--- config.mk ---
export PLATFORM = sky130hd
export DESIGN_NAME = adc_serial_output_port
export DESIGN_NICKNAME = d
export VERILOG_FILES = /design/src/hw/sop_pkg.sv /design/src/hw/adc_serial_output_port.sv
export SDC_FILE = /design/constraint.sdc
export NUM_CORES = 1
export LEC_CHECK = 0
export BUFFER_PORTS_ARGS = -buffer_cell sky130_fd_sc_hd__buf_2
export CORE_MARGIN = 2
export CORE_UTILIZATION = 35
export DETAILED_ROUTE_END_ITERATION = 10
export HOLD_SLACK_MARGIN = 0.15
export PLACE_DENSITY = 0.63
export SYNTH_ARGS = -nofsm -noshare
export SYNTH_HDL_FRONTEND = slang
export SYNTH_SLANG_ARGS = --single-unit
--- constraint.sdc ---
create_clock -name mclk -period 3.2 [get_ports mclk]
set_input_delay 0 -clock mclk [delete_from_list [all_inputs] [get_ports mclk]]
set_output_delay 0 -clock mclk [all_outputs]
set_load 0.05 [all_outputs]
--- src/hw/sop_pkg.sv ---
package sop_pkg;

    // ---------------------------------------------------------------
    // register map
    // ---------------------------------------------------------------
    localparam logic [3:0] CTRL_OFS = 4'h0;
    localparam logic [3:0] LEFT_OFS = 4'h4;
    localparam logic [3:0] RIGHT_OFS = 4'h8;
    localparam logic [3:0] STATUS_OFS = 4'hc;

    // control fields
    localparam int CTRL_SLAVE_BIT = 0;
    localparam int CTRL_JUSTIFY_BIT = 1;
    localparam int CTRL_MSB_DELAY_SELECT_N_N_BIT = 2;
    localparam int CTRL_POLARITY_BIT = 3;
    localparam int CTRL_ENABLE_BIT = 4;
    localparam logic [4:0] CTRL_RESET = 5'h04;

    // status fields
    localparam int STAT_IDX_LSB = 0;
    localparam int STAT_CHAN_BIT = 5;
    localparam int STAT_FRAME_BIT = 6;
    localparam int STAT_BUSY_BIT = 7;

    localparam logic [1:0] RESP_OKAY = 2'h0;
    localparam logic [1:0] RESP_SLVERR = 2'h2;

    // ---------------------------------------------------------------
    // word and field geometry
    // ---------------------------------------------------------------
    localparam int WORD_BITS = 16;
    localparam logic [4:0] FIELD_LAST = 5'h1f;
    localparam logic [4:0] POS_LEFT = 5'h00;
    localparam logic [4:0] POS_I2S = 5'h01;
    localparam logic [4:0] POS_RIGHT = 5'h10;
    localparam logic [4:0] POS_RIGHT_DLY = 5'h11;

    // ---------------------------------------------------------------
    // timing
    // ---------------------------------------------------------------
    localparam int MCLK_PERIOD_NS = 10;
    localparam int BCLK_HALF_NS = 40;
    localparam int BCLK_HALF_CYC = (BCLK_HALF_NS + MCLK_PERIOD_NS - 1) / MCLK_PERIOD_NS;

    typedef struct packed {
        logic enable;
        logic polarity;
        logic msb_delay_select_n;
        logic justify_select;
        logic slave;
    } mode_t;

endpackage

--- src/hw/adc_serial_output_port.sv ---
`timescale 1ns/1ps
module adc_serial_output_port import sop_pkg::*; #(
    parameter int DIV_HALF = BCLK_HALF_CYC
) (
    // clock and resets
    input wire logic mclk,
    input wire logic srst,
    input wire logic reset_n,
    // axi4-lite slave
    input wire logic [3:0] s_axi_awaddr,
    input wire logic s_axi_awvalid,
    output logic s_axi_awready,
    input wire logic [31:0] s_axi_wdata,
    input wire logic [3:0] s_axi_wstrb,
    input wire logic s_axi_wvalid,
    output logic s_axi_wready,
    output logic [1:0] s_axi_bresp,
    output logic s_axi_bvalid,
    input wire logic s_axi_bready,
    input wire logic [3:0] s_axi_araddr,
    input wire logic s_axi_arvalid,
    output logic s_axi_arready,
    output logic [31:0] s_axi_rdata,
    output logic [1:0] s_axi_rresp,
    output logic s_axi_rvalid,
    input wire logic s_axi_rready,
    // serial link pins
    input wire logic bclk_in,
    output logic bclk_out,
    output logic bclk_oe,
    input wire logic channel_select_clock_in,
    output logic channel_select_clock_out,
    output logic channel_select_clock_oe,
    input wire logic word_frame_in,
    output logic word_frame_out,
    output logic word_frame_oe,
    output logic serial_data_out
);

    generate
        // the divider counter is 16 bits wide
        if (DIV_HALF < 1 || DIV_HALF > 65536) begin : g_bad_div
            $error("DIV_HALF must be 1 to 65536");
        end
    endgenerate

    // ---------------------------------------------------------------
    // reset: async assert, sync release
    // ---------------------------------------------------------------
    logic [1:0] arst_sync_r;
    logic rst;

    always_ff @(posedge mclk or negedge reset_n) begin
        if (!reset_n) begin
            arst_sync_r <= 2'h0;
        end else begin
            arst_sync_r <= {arst_sync_r[0], 1'b1};
        end
    end
    assign rst = srst | ~arst_sync_r[1];

    // ---------------------------------------------------------------
    // register file and axi4-lite slave
    // ---------------------------------------------------------------
    mode_t mode_r, mode_nxt;
    logic [15:0] left_r, left_nxt, right_r, right_nxt;
    logic aw_got_r, aw_got_nxt, w_got_r, w_got_nxt, bvalid_r, bvalid_nxt;
    logic [3:0] awaddr_r, awaddr_nxt;
    logic [31:0] wdata_r, wdata_nxt, rdata_r, rdata_nxt;
    logic [1:0] bresp_r, bresp_nxt, rresp_r, rresp_nxt;
    logic rvalid_r, rvalid_nxt;
    logic [7:0] status;

    assign s_axi_awready = ~aw_got_r & ~bvalid_r;
    assign s_axi_wready = ~w_got_r & ~bvalid_r;
    assign s_axi_arready = ~rvalid_r;
    assign s_axi_bvalid = bvalid_r;
    assign s_axi_bresp = bresp_r;
    assign s_axi_rvalid = rvalid_r;
    assign s_axi_rdata = rdata_r;
    assign s_axi_rresp = rresp_r;

    always_comb begin
        logic have_aw, have_w;
        logic [3:0] wa;
        logic [31:0] wd;
        have_aw = aw_got_r | (s_axi_awvalid & s_axi_awready);
        have_w = w_got_r | (s_axi_wvalid & s_axi_wready);
        wa = aw_got_r ? awaddr_r : s_axi_awaddr;
        wd = w_got_r ? wdata_r : s_axi_wdata;
        mode_nxt = mode_r;
        left_nxt = left_r;
        right_nxt = right_r;
        aw_got_nxt = have_aw;
        w_got_nxt = have_w;
        awaddr_nxt = wa;
        wdata_nxt = wd;
        bvalid_nxt = bvalid_r & ~s_axi_bready;
        bresp_nxt = bresp_r;
        if (have_aw && have_w && !bvalid_r) begin
            aw_got_nxt = 1'b0;
            w_got_nxt = 1'b0;
            bvalid_nxt = 1'b1;
            bresp_nxt = RESP_OKAY;
            case (wa)
                CTRL_OFS: begin
                    if (s_axi_wstrb[0] || w_got_r) begin
                        mode_nxt = mode_t'(wd[4:0]);
                    end
                end
                LEFT_OFS: left_nxt = wd[15:0];
                RIGHT_OFS: right_nxt = wd[15:0];
                STATUS_OFS: bresp_nxt = RESP_OKAY;
                default: bresp_nxt = RESP_SLVERR;
            endcase
        end
        rvalid_nxt = rvalid_r & ~s_axi_rready;
        rdata_nxt = rdata_r;
        rresp_nxt = rresp_r;
        if (s_axi_arvalid && !rvalid_r) begin
            rvalid_nxt = 1'b1;
            rresp_nxt = RESP_OKAY;
            case (s_axi_araddr)
                CTRL_OFS: rdata_nxt = {27'h0, mode_r};
                LEFT_OFS: rdata_nxt = {16'h0, left_r};
                RIGHT_OFS: rdata_nxt = {16'h0, right_r};
                STATUS_OFS: rdata_nxt = {24'h0, status};
                default: begin
                    rdata_nxt = 32'h0000_0000;
                    rresp_nxt = RESP_SLVERR;
                end
            endcase
        end
    end

    always_ff @(posedge mclk) begin
        if (rst) begin
            mode_r <= mode_t'(CTRL_RESET);
            left_r <= 16'h0000;
            right_r <= 16'h0000;
            aw_got_r <= 1'b0;
            w_got_r <= 1'b0;
            awaddr_r <= 4'h0;
            wdata_r <= 32'h0000_0000;
            bvalid_r <= 1'b0;
            bresp_r <= RESP_OKAY;
            rvalid_r <= 1'b0;
            rdata_r <= 32'h0000_0000;
            rresp_r <= RESP_OKAY;
        end else begin
            mode_r <= mode_nxt;
            left_r <= left_nxt;
            right_r <= right_nxt;
            aw_got_r <= aw_got_nxt;
            w_got_r <= w_got_nxt;
            awaddr_r <= awaddr_nxt;
            wdata_r <= wdata_nxt;
            bvalid_r <= bvalid_nxt;
            bresp_r <= bresp_nxt;
            rvalid_r <= rvalid_nxt;
            rdata_r <= rdata_nxt;
            rresp_r <= rresp_nxt;
        end
    end

    // ---------------------------------------------------------------
    // pin synchronisers and edge detection
    // ---------------------------------------------------------------
    logic [2:0] bclk_s_r, cs_s_r;
    logic [1:0] wf_s_r;
    logic ext_launch, ext_sample, cs_change;
    logic wf_input_mode;

    always_ff @(posedge mclk) begin
        if (rst) begin
            bclk_s_r <= 3'h0;
            cs_s_r <= 3'h0;
            wf_s_r <= 2'h0;
        end else begin
            bclk_s_r <= {bclk_s_r[1:0], bclk_in};
            cs_s_r <= {cs_s_r[1:0], channel_select_clock_in};
            wf_s_r <= {wf_s_r[0], word_frame_in};
        end
    end

    // polarity high: launch on the falling edge
    assign ext_launch = (bclk_s_r[2] != bclk_s_r[1]) && (bclk_s_r[1] == ~mode_r.polarity);
    assign ext_sample = (bclk_s_r[2] != bclk_s_r[1]) && (bclk_s_r[1] == mode_r.polarity);
    assign cs_change = cs_s_r[2] != cs_s_r[1];
    assign wf_input_mode = mode_r.slave & mode_r.justify_select & ~mode_r.msb_delay_select_n;

    // ---------------------------------------------------------------
    // master bit clock divider
    // ---------------------------------------------------------------
    logic [15:0] div_r, div_nxt;
    logic bclk_r, bclk_nxt, tog_r, tog_nxt, m_launch;

    always_comb begin
        div_nxt = div_r;
        bclk_nxt = bclk_r;
        tog_nxt = 1'b0;
        if (!mode_r.enable || mode_r.slave) begin
            div_nxt = 16'h0000;
            bclk_nxt = mode_r.polarity;
        end else if (div_r == 16'(DIV_HALF - 1)) begin
            div_nxt = 16'h0000;
            bclk_nxt = ~bclk_r;
            tog_nxt = 1'b1;
        end else begin
            div_nxt = div_r + 16'h0001;
        end
    end

    always_ff @(posedge mclk) begin
        if (rst) begin
            div_r <= 16'h0000;
            bclk_r <= 1'b0;
            tog_r <= 1'b0;
        end else begin
            div_r <= div_nxt;
            bclk_r <= bclk_nxt;
            tog_r <= tog_nxt;
        end
    end

    // outputs move one master clock after the launch edge has left the pin
    assign m_launch = tog_r && (bclk_r == ~mode_r.polarity);

    // ---------------------------------------------------------------
    // field position and serialiser
    // ---------------------------------------------------------------
    logic [4:0] idx_r, idx_nxt, rem_r, rem_nxt, msb_pos;
    logic chan_r, chan_nxt, pend_r, pend_nxt, armed_r, armed_nxt;
    logic started_r, started_nxt, wf_r, wf_nxt, dout_r, dout_nxt;
    logic [15:0] shift_r, shift_nxt;
    logic launch;

    assign launch = mode_r.enable & (mode_r.slave ? ext_launch : m_launch);
    assign msb_pos = mode_r.justify_select ?
        (mode_r.msb_delay_select_n ? POS_RIGHT : POS_RIGHT_DLY) :
        (mode_r.msb_delay_select_n ? POS_LEFT : POS_I2S);

    always_comb begin
        logic start;
        logic [15:0] word;
        start = 1'b0;
        word = 16'h0000;
        idx_nxt = idx_r;
        chan_nxt = chan_r;
        pend_nxt = pend_r;
        armed_nxt = armed_r;
        started_nxt = started_r;
        rem_nxt = rem_r;
        shift_nxt = shift_r;
        wf_nxt = wf_r;
        dout_nxt = dout_r;
        if (mode_r.slave && cs_change) begin
            pend_nxt = 1'b1;
        end
        if (ext_sample && wf_input_mode && !started_r && wf_s_r[1]) begin
            armed_nxt = 1'b1;
        end
        if (launch) begin
            if (mode_r.slave) begin
                if (pend_r || cs_change) begin
                    idx_nxt = 5'h00;
                    chan_nxt = cs_s_r[1];
                    pend_nxt = 1'b0;
                end else if (idx_r != FIELD_LAST) begin
                    idx_nxt = idx_r + 5'h01;
                end
            end else begin
                idx_nxt = idx_r + 5'h01;
                if (idx_r == FIELD_LAST) begin
                    chan_nxt = ~chan_r;
                end
            end
            if (idx_nxt == 5'h00) begin
                started_nxt = 1'b0;
            end
            if (wf_input_mode) begin
                start = armed_r && !started_r && idx_nxt != 5'h00;
                armed_nxt = 1'b0;
            end else begin
                start = idx_nxt == msb_pos;
            end
            // field high carries the left word, so left always leads in master mode
            word = chan_nxt ? left_r : right_r;
            if (start) begin
                started_nxt = 1'b1;
                dout_nxt = word[WORD_BITS-1];
                shift_nxt = {word[14:0], 1'b0};
                rem_nxt = 5'(WORD_BITS - 1);
            end else if (rem_r != 5'h00) begin
                dout_nxt = shift_r[15];
                shift_nxt = {shift_r[14:0], 1'b0};
                rem_nxt = rem_r - 5'h01;
            end else begin
                dout_nxt = 1'b0;
            end
            if (mode_r.justify_select) begin
                wf_nxt = mode_r.msb_delay_select_n ? (idx_nxt >= POS_RIGHT) :
                    (idx_nxt == POS_RIGHT);
            end else begin
                wf_nxt = mode_r.msb_delay_select_n ? (idx_nxt < POS_RIGHT) :
                    (idx_nxt >= POS_I2S && idx_nxt <= POS_RIGHT);
            end
        end
        if (!mode_r.enable) begin
            idx_nxt = FIELD_LAST;
            chan_nxt = 1'b0;
            pend_nxt = 1'b0;
            armed_nxt = 1'b0;
            started_nxt = 1'b0;
            rem_nxt = 5'h00;
            wf_nxt = 1'b0;
            dout_nxt = 1'b0;
        end
    end

    always_ff @(posedge mclk) begin
        if (rst) begin
            idx_r <= FIELD_LAST;
            chan_r <= 1'b0;
            pend_r <= 1'b0;
            armed_r <= 1'b0;
            started_r <= 1'b0;
            rem_r <= 5'h00;
            shift_r <= 16'h0000;
            wf_r <= 1'b0;
            dout_r <= 1'b0;
        end else begin
            idx_r <= idx_nxt;
            chan_r <= chan_nxt;
            pend_r <= pend_nxt;
            armed_r <= armed_nxt;
            started_r <= started_nxt;
            rem_r <= rem_nxt;
            shift_r <= shift_nxt;
            wf_r <= wf_nxt;
            dout_r <= dout_nxt;
        end
    end

    // ---------------------------------------------------------------
    // pins and status
    // ---------------------------------------------------------------
    // the reset pin silences the link at once; registers only follow on the next clock
    assign bclk_out = bclk_r & arst_sync_r[1];
    assign bclk_oe = ~mode_r.slave;
    assign channel_select_clock_out = chan_r & arst_sync_r[1];
    assign channel_select_clock_oe = ~mode_r.slave;
    assign word_frame_out = wf_r & arst_sync_r[1];
    assign word_frame_oe = ~wf_input_mode;
    assign serial_data_out = dout_r & arst_sync_r[1];
    assign status = {rem_r != 5'h00, wf_r, chan_r, idx_r};

endmodule

==> results.sh, run 1 <==
export IMPL_worstSetupPathDepth=10
export IMPL_setup_viol_count_final=0
export IMPL_hold_class="in -> reg"
export IMPL_area_growth_syn_to_layout_pct=22.70
export IMPL_startpoint="idx_r[0]$_SDFFE_PP1P_"
export IMPL_grt_max_degree=74
export IMPL_post_cts_buffers=0
export IMPL_endpoint="shift_r[2]$_SDFFE_PP0P_"
export IMPL_final_cell_mix="dfxtp_1 (136), nor2_1 (90), buf_2 (65)"
export IMPL_power_density_nw_per_um2=515.3
export IMPL_drive_gt1_frac=0.2041
export IMPL_rsz0062_at_grt="no"
export IMPL_routedWlPerCell_um=14.89
export IMPL_viasPerCell=5.073
export IMPL_yosys_register_bits=138
export IMPL_synth_edf_count=0
export IMPL_post_synth_cell_area_avg_um2=9.275
export IMPL_die_area_um2=19140
export IMPL_cts_sinks=138
export IMPL_r2r_slack_ns=0.43
export IMPL_mappedNetlistArea_um2=6316
export IMPL_cts_tree="done"
export IMPL_fin_total_pwr_mw=3.994
export IMPL_setup_tns_ns=0
export IMPL_numCtsBuffers=17
export IMPL_worst_setup_path_type="reg -> reg"
export IMPL_antennaDiodeCount=0
export IMPL_worst_slack_ns=0.4266
export IMPL_r2r_end="shift_r[2]$_SDFFE_PP0P_"
export IMPL_skew_ns=0.01472
export IMPL_drt_wl_total_um=15080
export IMPL_ir_drop_mv=0.4212
export IMPL_synthArstFlopShare=0.01449
export IMPL_gp_congestion=0.8394
export IMPL_final_hold_violation_count=0
export IMPL_yosysSeqAreaShare=0.4390
export IMPL_cp_common_cell="ha_1"
export IMPL_synth_cell_types=67
export IMPL_crit_reg2reg_launch="idx_r[0]$_SDFFE_PP1P_"
export IMPL_rows=49
export IMPL_die_w_um=138.3
export IMPL_cp_end_kind="flop"
export IMPL_num_io_pins=103
export IMPL_slowest_delay_ns=0.51
export IMPL_antenna_left=0
export IMPL_detailed_place_hpwl_um=10170
export IMPL_crit_chain="ha_1, nand3_1, inv_1, ha_1, a21boi_0, nor3_1, a31o_2, o221a_2, o211ai_4, o221ai_1"
export IMPL_drc=0
export IMPL_clkTransAtPathRegs_ns=0.06
export IMPL_grt_pass1_wl_um=24140
export IMPL_gr_total_overflow=0
export IMPL_drv_cap=0
export IMPL_antenna_found_initial=0
export IMPL_cts_root_buf="clkbuf_16"
export IMPL_fin_crit_sh=0.8667
export IMPL_grt_pass1_vias=4741
export IMPL_synthesis_instances=681
export IMPL_final_common_cell="dfxtp_1"
export IMPL_worst_slew_pin_slew_ns=1.147
export IMPL_post_route_min_period_ns=2.773
export IMPL_relSlewSlack=0.2312
export IMPL_clk_path_buf_depth=2
export IMPL_reg2reg_depth=10
export IMPL_first_pass_iters=5
export IMPL_nets=834
export IMPL_slew_viol_final=0
export IMPL_fmax_mhz=360.6
export IMPL_track_usage=0.1567
export IMPL_vias=5139
export IMPL_p_leak_nw=2.859
export IMPL_io_buffers=65
export IMPL_crit_arrival_ns=3.05
export IMPL_clock_latency_ns=0.43
export IMPL_slowest_stage="o211ai_4"
export IMPL_start_util=0.3540
export IMPL_cp_start_kind="flop"
export IMPL_die_y_um=138.3
export IMPL_cpLargestDelayFamily="compound AO/OA/AOI/OAI gates"
export IMPL_synth_ff_type="dfxtp_1"
export IMPL_worstPathRequired_ns=3.48
export IMPL_critPathBufInv=1
export IMPL_drtIter0Drc=304
export IMPL_preCtsSetupSlack_ns=0.1908
export IMPL_status="complete, no violations"
export IMPL_crit_fanout=14
export IMPL_core_area_um2=17840
export IMPL_synth_warnings=0
export IMPL_htree_levels=4
cell type report:
type | count | area (µm²)
clock buffer | 19 | 442.9
clock inverter | 11 | 148.9
fill | 1707 | 10090
inverter | 26 | 97.59
multi-input combinational | 475 | 3221
sequential | 138 | 2773
tap | 229 | 286.5
timing repair buffer | 115 | 780.7
how the worst min path moves through the flow:
stage / start / cells after the start / to / slack (ns)
finish: s_axi_araddr[0] / 4 / s_axi_rdata[7]$_SDFFE_PP0P_ / 0.22
detailed placement: reset_n / 1 / arst_sync_r[0]$_DFF_PN0_ / -0.21
floorplan: reset_n / 0 / arst_sync_r[0]$_DFF_PN0_ / -0.30
CTS: s_axi_araddr[0] / 4 / s_axi_rdata[7]$_SDFFE_PP0P_ / 0.20
global placement: reset_n / 1 / arst_sync_r[0]$_DFF_PN0_ / -0.21
global route: s_axi_araddr[0] / 4 / s_axi_rdata[7]$_SDFFE_PP0P_ / 0.25
report_power, final:
group | switching [mW] | leakage [nW] | internal [mW]
Clock | 0.747 | 0.281 | 1.24
Combinational | 0.169 | 1.45 | 0.0889
Sequential | 0.0124 | 1.12 | 1.74
per-layer routing:
layer  vias to the layer above  part of all wire  routed length (µm)  global-route usage
met4                         0             0.021                 315             0.06230
met3                        21             0.035                 531             0.03672
met1                      2441              0.46                6974              0.1990
met2                        98              0.48                7261              0.2582
li1                       2579                 -                   -                   -
met5                         -                 0                   0                   0
kinds of logic (layout without fill, tap and decap cells):
kind of cell	Yosys count	in the layout	synth area share
AO/OA/AOI/OAI	133	133	0.1684
XOR/XNOR	20	20	0.02892
adder cells (fa/ha/maj)	6	6	0.01189
buffers and inverters	85	171	0.06616
flip-flops	138	138	0.4390
multiplexers	58	58	0.09410
other	2	19	0.001189
AND/OR/NAND/NOR	239	239	0.1904
state kept, by name (all words and copies together), names as in the netlist, 4 cells and up:
signal and flops:
left_r 16, s_axi_rdata 16, div_r 16, mode_r 5, shift_r 15, awaddr_r 4, wdata_r 16, right_r 16
rem_r 5, idx_r 5
stage by stage:
stage | cell area (µm²) | utilization | instances | hold slack (ns)
after floorplan | 6380 | - | 698 | -0.2956
after global placement | 6829 | 0.3828 | 951 | -0.2110
after detailed placement | 6829 | 0.3828 | 951 | -0.2118
after CTS | 7741 | 0.4339 | 1013 | 0.2039
after global routing | 7750 | 0.4344 | 1013 | 0.2492
final | 7750 | 0.4344 | 1013 | 0.2249
tightest hold or removal path, cell delays in order:
cell and delay (ns):
buf_2 0.20, nor3_2 0.20, nand2b_1 0.13, a21oi_1 0.06
cells in the mapped netlist, drive strengths merged (14+ instances only):
cell type | count | area share
nand2 | 35 | 0.021
and2 | 19 | 0.019
buf | 31 | 0.034
nand4 | 17 | 0.017
a211oi | 14 | 0.017
nor2 | 90 | 0.053
mux2i | 50 | 0.079
clkbuf | 28 | 0.017
o221ai | 15 | 0.032
dfxtp | 136 | 0.43
inv | 26 | 0.015
a21oi | 31 | 0.025
repair_timing:
| action | CTS | global route |
|---|---|---|
| endpoints found under the setup margin | 0 | 14 |
| hold endpoints to repair | 67 | 0 |
| hold buffers | 32 | 0 |
| gates resized for setup | 0 | 1 |
(Power assumes the default switching activity.)
==> run 2: changes to the inputs <==
PLACE_DENSITY = unset   (was 0.63)
PLACE_DENSITY_LB_ADDON = 0.2   (was unset)
==> results.sh, run 2 (synthesized netlist as in run 1, its figures left out) <==
export IMPL_status="complete, no violations"
export IMPL_hold_slack_ns=0.2615
export IMPL_final_cell_mix="dfxtp_1 (135), nor2_1 (90), buf_2 (65)"
export IMPL_die_area_um2=19140
export IMPL_area_growth_syn_to_layout_pct=21.95
export IMPL_drc=0
export IMPL_final_common_cell="dfxtp_1"
export IMPL_nets=834
export IMPL_drt_wl_total_um=15680
export IMPL_r2r_slack_ns=0.35
export IMPL_die_y_um=138.3
export IMPL_crit_arrival_ns=3.12
export IMPL_die_w_um=138.3
export IMPL_worstPathRequired_ns=3.47
export IMPL_min_to="s_axi_rdata[7]$_SDFFE_PP0P_"
export IMPL_cts_root_buf="clkbuf_16"
export IMPL_cp_start_kind="flop"
export IMPL_clkTransAtPathRegs_ns=0.06
export IMPL_cp_end_kind="flop"
export IMPL_grt_pass1_vias=5027
export IMPL_post_route_min_period_ns=2.852
export IMPL_rsz0062_at_grt="no"
export IMPL_numCtsBuffers=17
export IMPL_skew_ns=0.008974
export IMPL_cts_tree="done"
export IMPL_power_density_nw_per_um2=498.6
export IMPL_drive_gt1_frac=0.2023
export IMPL_viasPerCell=5.092
export IMPL_p_leak_nw=2.837
export IMPL_dp_cells=951
export IMPL_fmax_mhz=350.6
export IMPL_core_area_um2=17840
export IMPL_antenna_found_initial=0
export IMPL_cts_sinks=138
export IMPL_hold_class="in -> reg"
export IMPL_num_io_pins=103
export IMPL_grt_max_degree=75
export IMPL_drtIter0Drc=360
export IMPL_clock_latency_ns=0.42
export IMPL_routedWlPerCell_um=15.45
export IMPL_grt_pass1_wl_um=25660
export IMPL_clk_path_buf_depth=2
export IMPL_rows=49
export IMPL_htree_levels=4
export IMPL_r2r_end="shift_r[2]$_SDFFE_PP0P_"
export IMPL_final_cells=1015
export IMPL_start_util=0.3540
export IMPL_ir_drop_mv=0.3770
export IMPL_worst_slew_pin_slew_ns=0.8417
export IMPL_first_pass_iters=5
export IMPL_vias=5168
export IMPL_setup_viol_count_final=0
export IMPL_gp_congestion=0.8327
export IMPL_drv_cap=0
export IMPL_fin_crit_sh=0.8912
export IMPL_worstHoldStart="s_axi_araddr[1]"
export IMPL_setup_tns_ns=0
export IMPL_worst_setup_path_type="reg -> reg"
export IMPL_antenna_left=0
export IMPL_fill_cells=1778
export IMPL_reg2reg_depth=10
export IMPL_gr_total_overflow=0
export IMPL_antennaDiodeCount=0
export IMPL_track_usage=0.1657
export IMPL_detailed_place_hpwl_um=11050
export IMPL_crit_reg2reg_launch="idx_r[0]$_SDFFE_PP1P_"
export IMPL_final_hold_violation_count=0
export IMPL_io_buffers=65
export IMPL_relSlewSlack=0.4372
export IMPL_whs_path_depth=5
export IMPL_slew_viol_final=0
export IMPL_crit_fanout=14
-- run 2: through the flow --
step,cell area [µm²],power [mW],setup slack [ns],util
floorplan,6380,1.971,0.6385,-
global placement,6823,2.015,0.2055,0.3824
detailed placement,6823,2.020,0.1046,0.3824
CTS,7691,3.895,0.1001,0.4311
global route,7702,4.003,0.09607,0.4317
finish,7702,3.840,0.3481,0.4317
-- run 2: area by class of cell --
class	count	area (µm²)	area share
Multi-Input combinational cell	475	3216	0.4175
Sequential cell	138	2774	0.3601
Timing Repair Buffer	115	780.7	0.1014
Clock buffer	22	454.2	0.05897
Tap cell	229	286.5	0.03720
Inverter	26	97.59	0.01267
Clock inverter	10	93.84	0.01218
-- run 2: timing repair --
| item | 4_1_cts | 5_1_grt |
|---|---|---|
| hold endpoints to repair | 64 | 0 |
| endpoints found under the setup margin | 0 | 15 |
| hold buffers | 32 | 0 |
| buffers inserted | 0 | 0 |
| gates resized for setup | 0 | 3 |
-- run 2: metal layers --
metal | up-vias | global-route usage | part of all wire
met5 | - | 0 | 0
met3 | 15 | 0.03395 | 0.030
li1 | 2571 | - | -
met2 | 98 | 0.2741 | 0.48
met4 | 0 | 0.06176 | 0.016
met1 | 2484 | 0.2142 | 0.47
-- run 2: report_power, final --
group	switching, mW	internal (mW)
registers	0.0127	1.74
logic	0.170	0.0885
clock network	0.739	1.09
total	0.922	2.92
-- run 2: worst max path at each step --
stage | slack (ns) | to | cells after the start | start
after CTS | 0.10 | shift_r[2]$_SDFFE_PP0P_ | 10 | idx_r[0]$_SDFFE_PP1P_
after global routing | 0.1 | shift_r[1]$_SDFFE_PP0P_ | 10 | idx_r[0]$_SDFFE_PP1P_
final | 0.35 | shift_r[2]$_SDFFE_PP0P_ | 10 | idx_r[0]$_SDFFE_PP1P_
after detailed placement | 0.10 | shift_r[2]$_SDFFE_PP0P_ | 10 | idx_r[0]$_SDFFE_PP1P_
after floorplan | 0.64 | shift_r[14]$_SDFFE_PP0P_ | 10 | idx_r[0]$_SDFFE_PP1P_
after global placement | 0.21 | shift_r[15]$_SDFFE_PP0P_ | 10 | idx_r[0]$_SDFFE_PP1P_
-- run 2: worst max-delay path: stages (launching register included) --
cell and delay, ns:
dfxtp_2 0.36, ha_1 0.22, nand3_1 0.12, inv_1 0.05, ha_1 0.23, a21boi_0 0.36, nor3_1 0.09, a31o_2 0.27
o221a_2 0.33, o211ai_4 0.51, o221ai_1 0.17
==> run 3: changes to the inputs <==
BUFFER_PORTS_ARGS = unset   (was -buffer_cell sky130_fd_sc_hd__buf_2)
DONT_BUFFER_PORTS = 1   (was unset)
SETUP_SLACK_MARGIN = 0.15   (was unset)
==> results.sh, run 3 (synthesized netlist as in run 1, its figures left out) <==
export IMPL_antenna_left=0
export IMPL_htree_levels=4
export IMPL_num_io_pins=103
export IMPL_globalRouteMet3Util=0.04711
export IMPL_routedWlPerCell_um=16.52
export IMPL_fmax_mhz=358.4
export IMPL_setup_viol_count_final=0
export IMPL_ir_drop_mv=0.4171
export IMPL_grt_util_met1=0.2149
export IMPL_gr_total_overflow=0
export IMPL_relSlewSlack=0.1868
export IMPL_grt_max_degree=62
export IMPL_cp_start_kind="flop"
export IMPL_first_pass_iters=8
export IMPL_cts_root_buf="clkbuf_16"
export IMPL_nets=781
export IMPL_detailed_place_hpwl_um=11120
export IMPL_rsz0062_at_grt="no"
export IMPL_post_cts_buffers=0
export IMPL_area_growth_syn_to_layout_pct=19.06
export IMPL_die_w_um=138.3
export IMPL_final_common_cell="dfxtp_1"
export IMPL_cts_sinks=138
export IMPL_fin_total_pwr_mw=3.880
export IMPL_slew_viol_final=0
export IMPL_post_route_min_period_ns=2.791
export IMPL_cp_end_kind="flop"
export IMPL_drtIter0Drc=365
export IMPL_fill_cells=1750
export IMPL_grt_util_met2=0.2830
export IMPL_final_cell_mix="dfxtp_1 (136), nor2_1 (90), mux2i_1 (50)"
export IMPL_worst_setup_path_type="reg -> reg"
export IMPL_internal_power_mw=2.944
export IMPL_fin_crit_sh=0.8720
export IMPL_clkPwrFrac=0.487
export IMPL_clkTransAtPathRegs_ns=0.06
export IMPL_die_area_um2=19140
export IMPL_final_hold_violation_count=0
export IMPL_grt_pass1_wl_um=25960
export IMPL_clock_latency_ns=0.42
export IMPL_worstPathRequired_ns=3.47
export IMPL_p_comb_frac=0.059
export IMPL_viasPerCell=5.259
export IMPL_drv_cap=0
export IMPL_p_sw_uw=936.6
export IMPL_sw_frac_of_total=0.2414
export IMPL_vias=5054
export IMPL_start_util=0.3540
export IMPL_numCtsBuffers=17
export IMPL_grt_pass1_vias=4909
export IMPL_p_seq_frac=0.454
export IMPL_worst_slew_pin_slew_ns=1.217
export IMPL_power_density_nw_per_um2=516.0
export IMPL_status="complete, no violations"
export IMPL_io_buffers=0
export IMPL_final_cells=961
export IMPL_busiest_layer="met2"
export IMPL_clk_path_buf_depth=2
export IMPL_dp_cells=887
export IMPL_skew_ns=0.007440
export IMPL_p_leak_nw=2.621
export IMPL_cts_tree="done"
export IMPL_drive_gt1_frac=0.1325
export IMPL_track_usage=0.1702
export IMPL_die_y_um=138.3
export IMPL_rows=49
export IMPL_antennaDiodeCount=0
export IMPL_gp_congestion=0.8045
export IMPL_crit_arrival_ns=3.06
export IMPL_core_area_um2=17840
export IMPL_drt_wl_total_um=15880
export IMPL_setup_tns_ns=0
export IMPL_crit_fanout=14
export IMPL_hold_class="in -> reg"
export IMPL_antenna_found_initial=0
export IMPL_drc=0
## run 3: changes by cell type in the layout (fill, tap and decap cells not counted), sizes merged
cell / delta
clkbuf: -1
dlygate4sd3: +11
clkinv: -1
buf: -64
clkinvlp: +1
## run 3: power by group through the flow
stage | Sequential (mW) | Clock, mW | Combinational [mW]
global route | 1.76 | 2.01 | 0.249
floorplan | 1.79 | 0 | 0.180
global placement | 1.80 | 0 | 0.184
detailed placement | 1.80 | 0 | 0.186
CTS | 1.76 | 1.94 | 0.229
finish | 1.76 | 1.89 | 0.231
## run 3: per-stage QoR
stage / util / hold WS, ns / setup slack [ns] / cell area [µm²]
4_1_cts: 0.4206 / 0.1594 / 0.1866 / 7505
3_5_place_dp: 0.3650 / -0.2956 / 0.2046 / 6511
2_1_floorplan: - / -0.2956 / 0.6385 / 6380
5_1_grt: 0.4215 / 0.1880 / 0.1528 / 7520
3_3_place_gp: 0.3650 / -0.2955 / 0.3150 / 6511
6_report: 0.4215 / 0.1877 / 0.4095 / 7520
## run 3: worst paths after layout
path,startpoint,to,slack [ns],depth (start not counted)
max in group asynchronous,reset_n,arst_sync_r[1]$_DFF_PN0_,2.74,2
min in group asynchronous,reset_n,arst_sync_r[0]$_DFF_PN0_,0.34,2
worst min-delay path,s_axi_awaddr[1],s_axi_bresp[1]$_SDFFE_PP0P_,0.19,4
worst max register to register,idx_r[0]$_SDFFE_PP1P_,shift_r[2]$_SDFFE_PP0P_,0.41,10
worst max-delay path,idx_r[0]$_SDFFE_PP1P_,shift_r[2]$_SDFFE_PP0P_,0.41,10
worst min register to register,arst_sync_r[0]$_DFF_PN0_,arst_sync_r[1]$_DFF_PN0_,0.36,0
## run 3: layer usage
metal	wire (µm)	up-vias
met5	0	-
met4	259	0
met3	688	17
met2	7768	118
met1	7158	2437
li1	-	2482
## run 3: critical path, stage by stage, from the launching register on
cell and delay [ns]:
dfxtp_1 0.31, ha_1 0.20, nand3_1 0.11, inv_1 0.05
ha_1 0.23, a21boi_0 0.36, nor3_1 0.08, a31o_2 0.27
o221a_2 0.33, o211ai_4 0.52, o221ai_1 0.19
## run 3: area by class of cell
type                            count  area, µm²  share of cell area
Clock buffer                       21      470.5             0.06256
Clock inverter                     10      92.59             0.01231
Inverter                           26      97.59             0.01298
Multi-Input combinational cell    475       3227              0.4291
Sequential cell                   138       2773              0.3687
Tap cell                          229      286.5             0.03810
Timing Repair Buffer               62      573.1             0.07621
## run 3: what timing repair did
action / CTS / global route
hold endpoints to repair: 93 / 0
endpoints found under the setup margin: 0 / 15
resized for setup: 0 / 2
hold buffers: 43 / 0
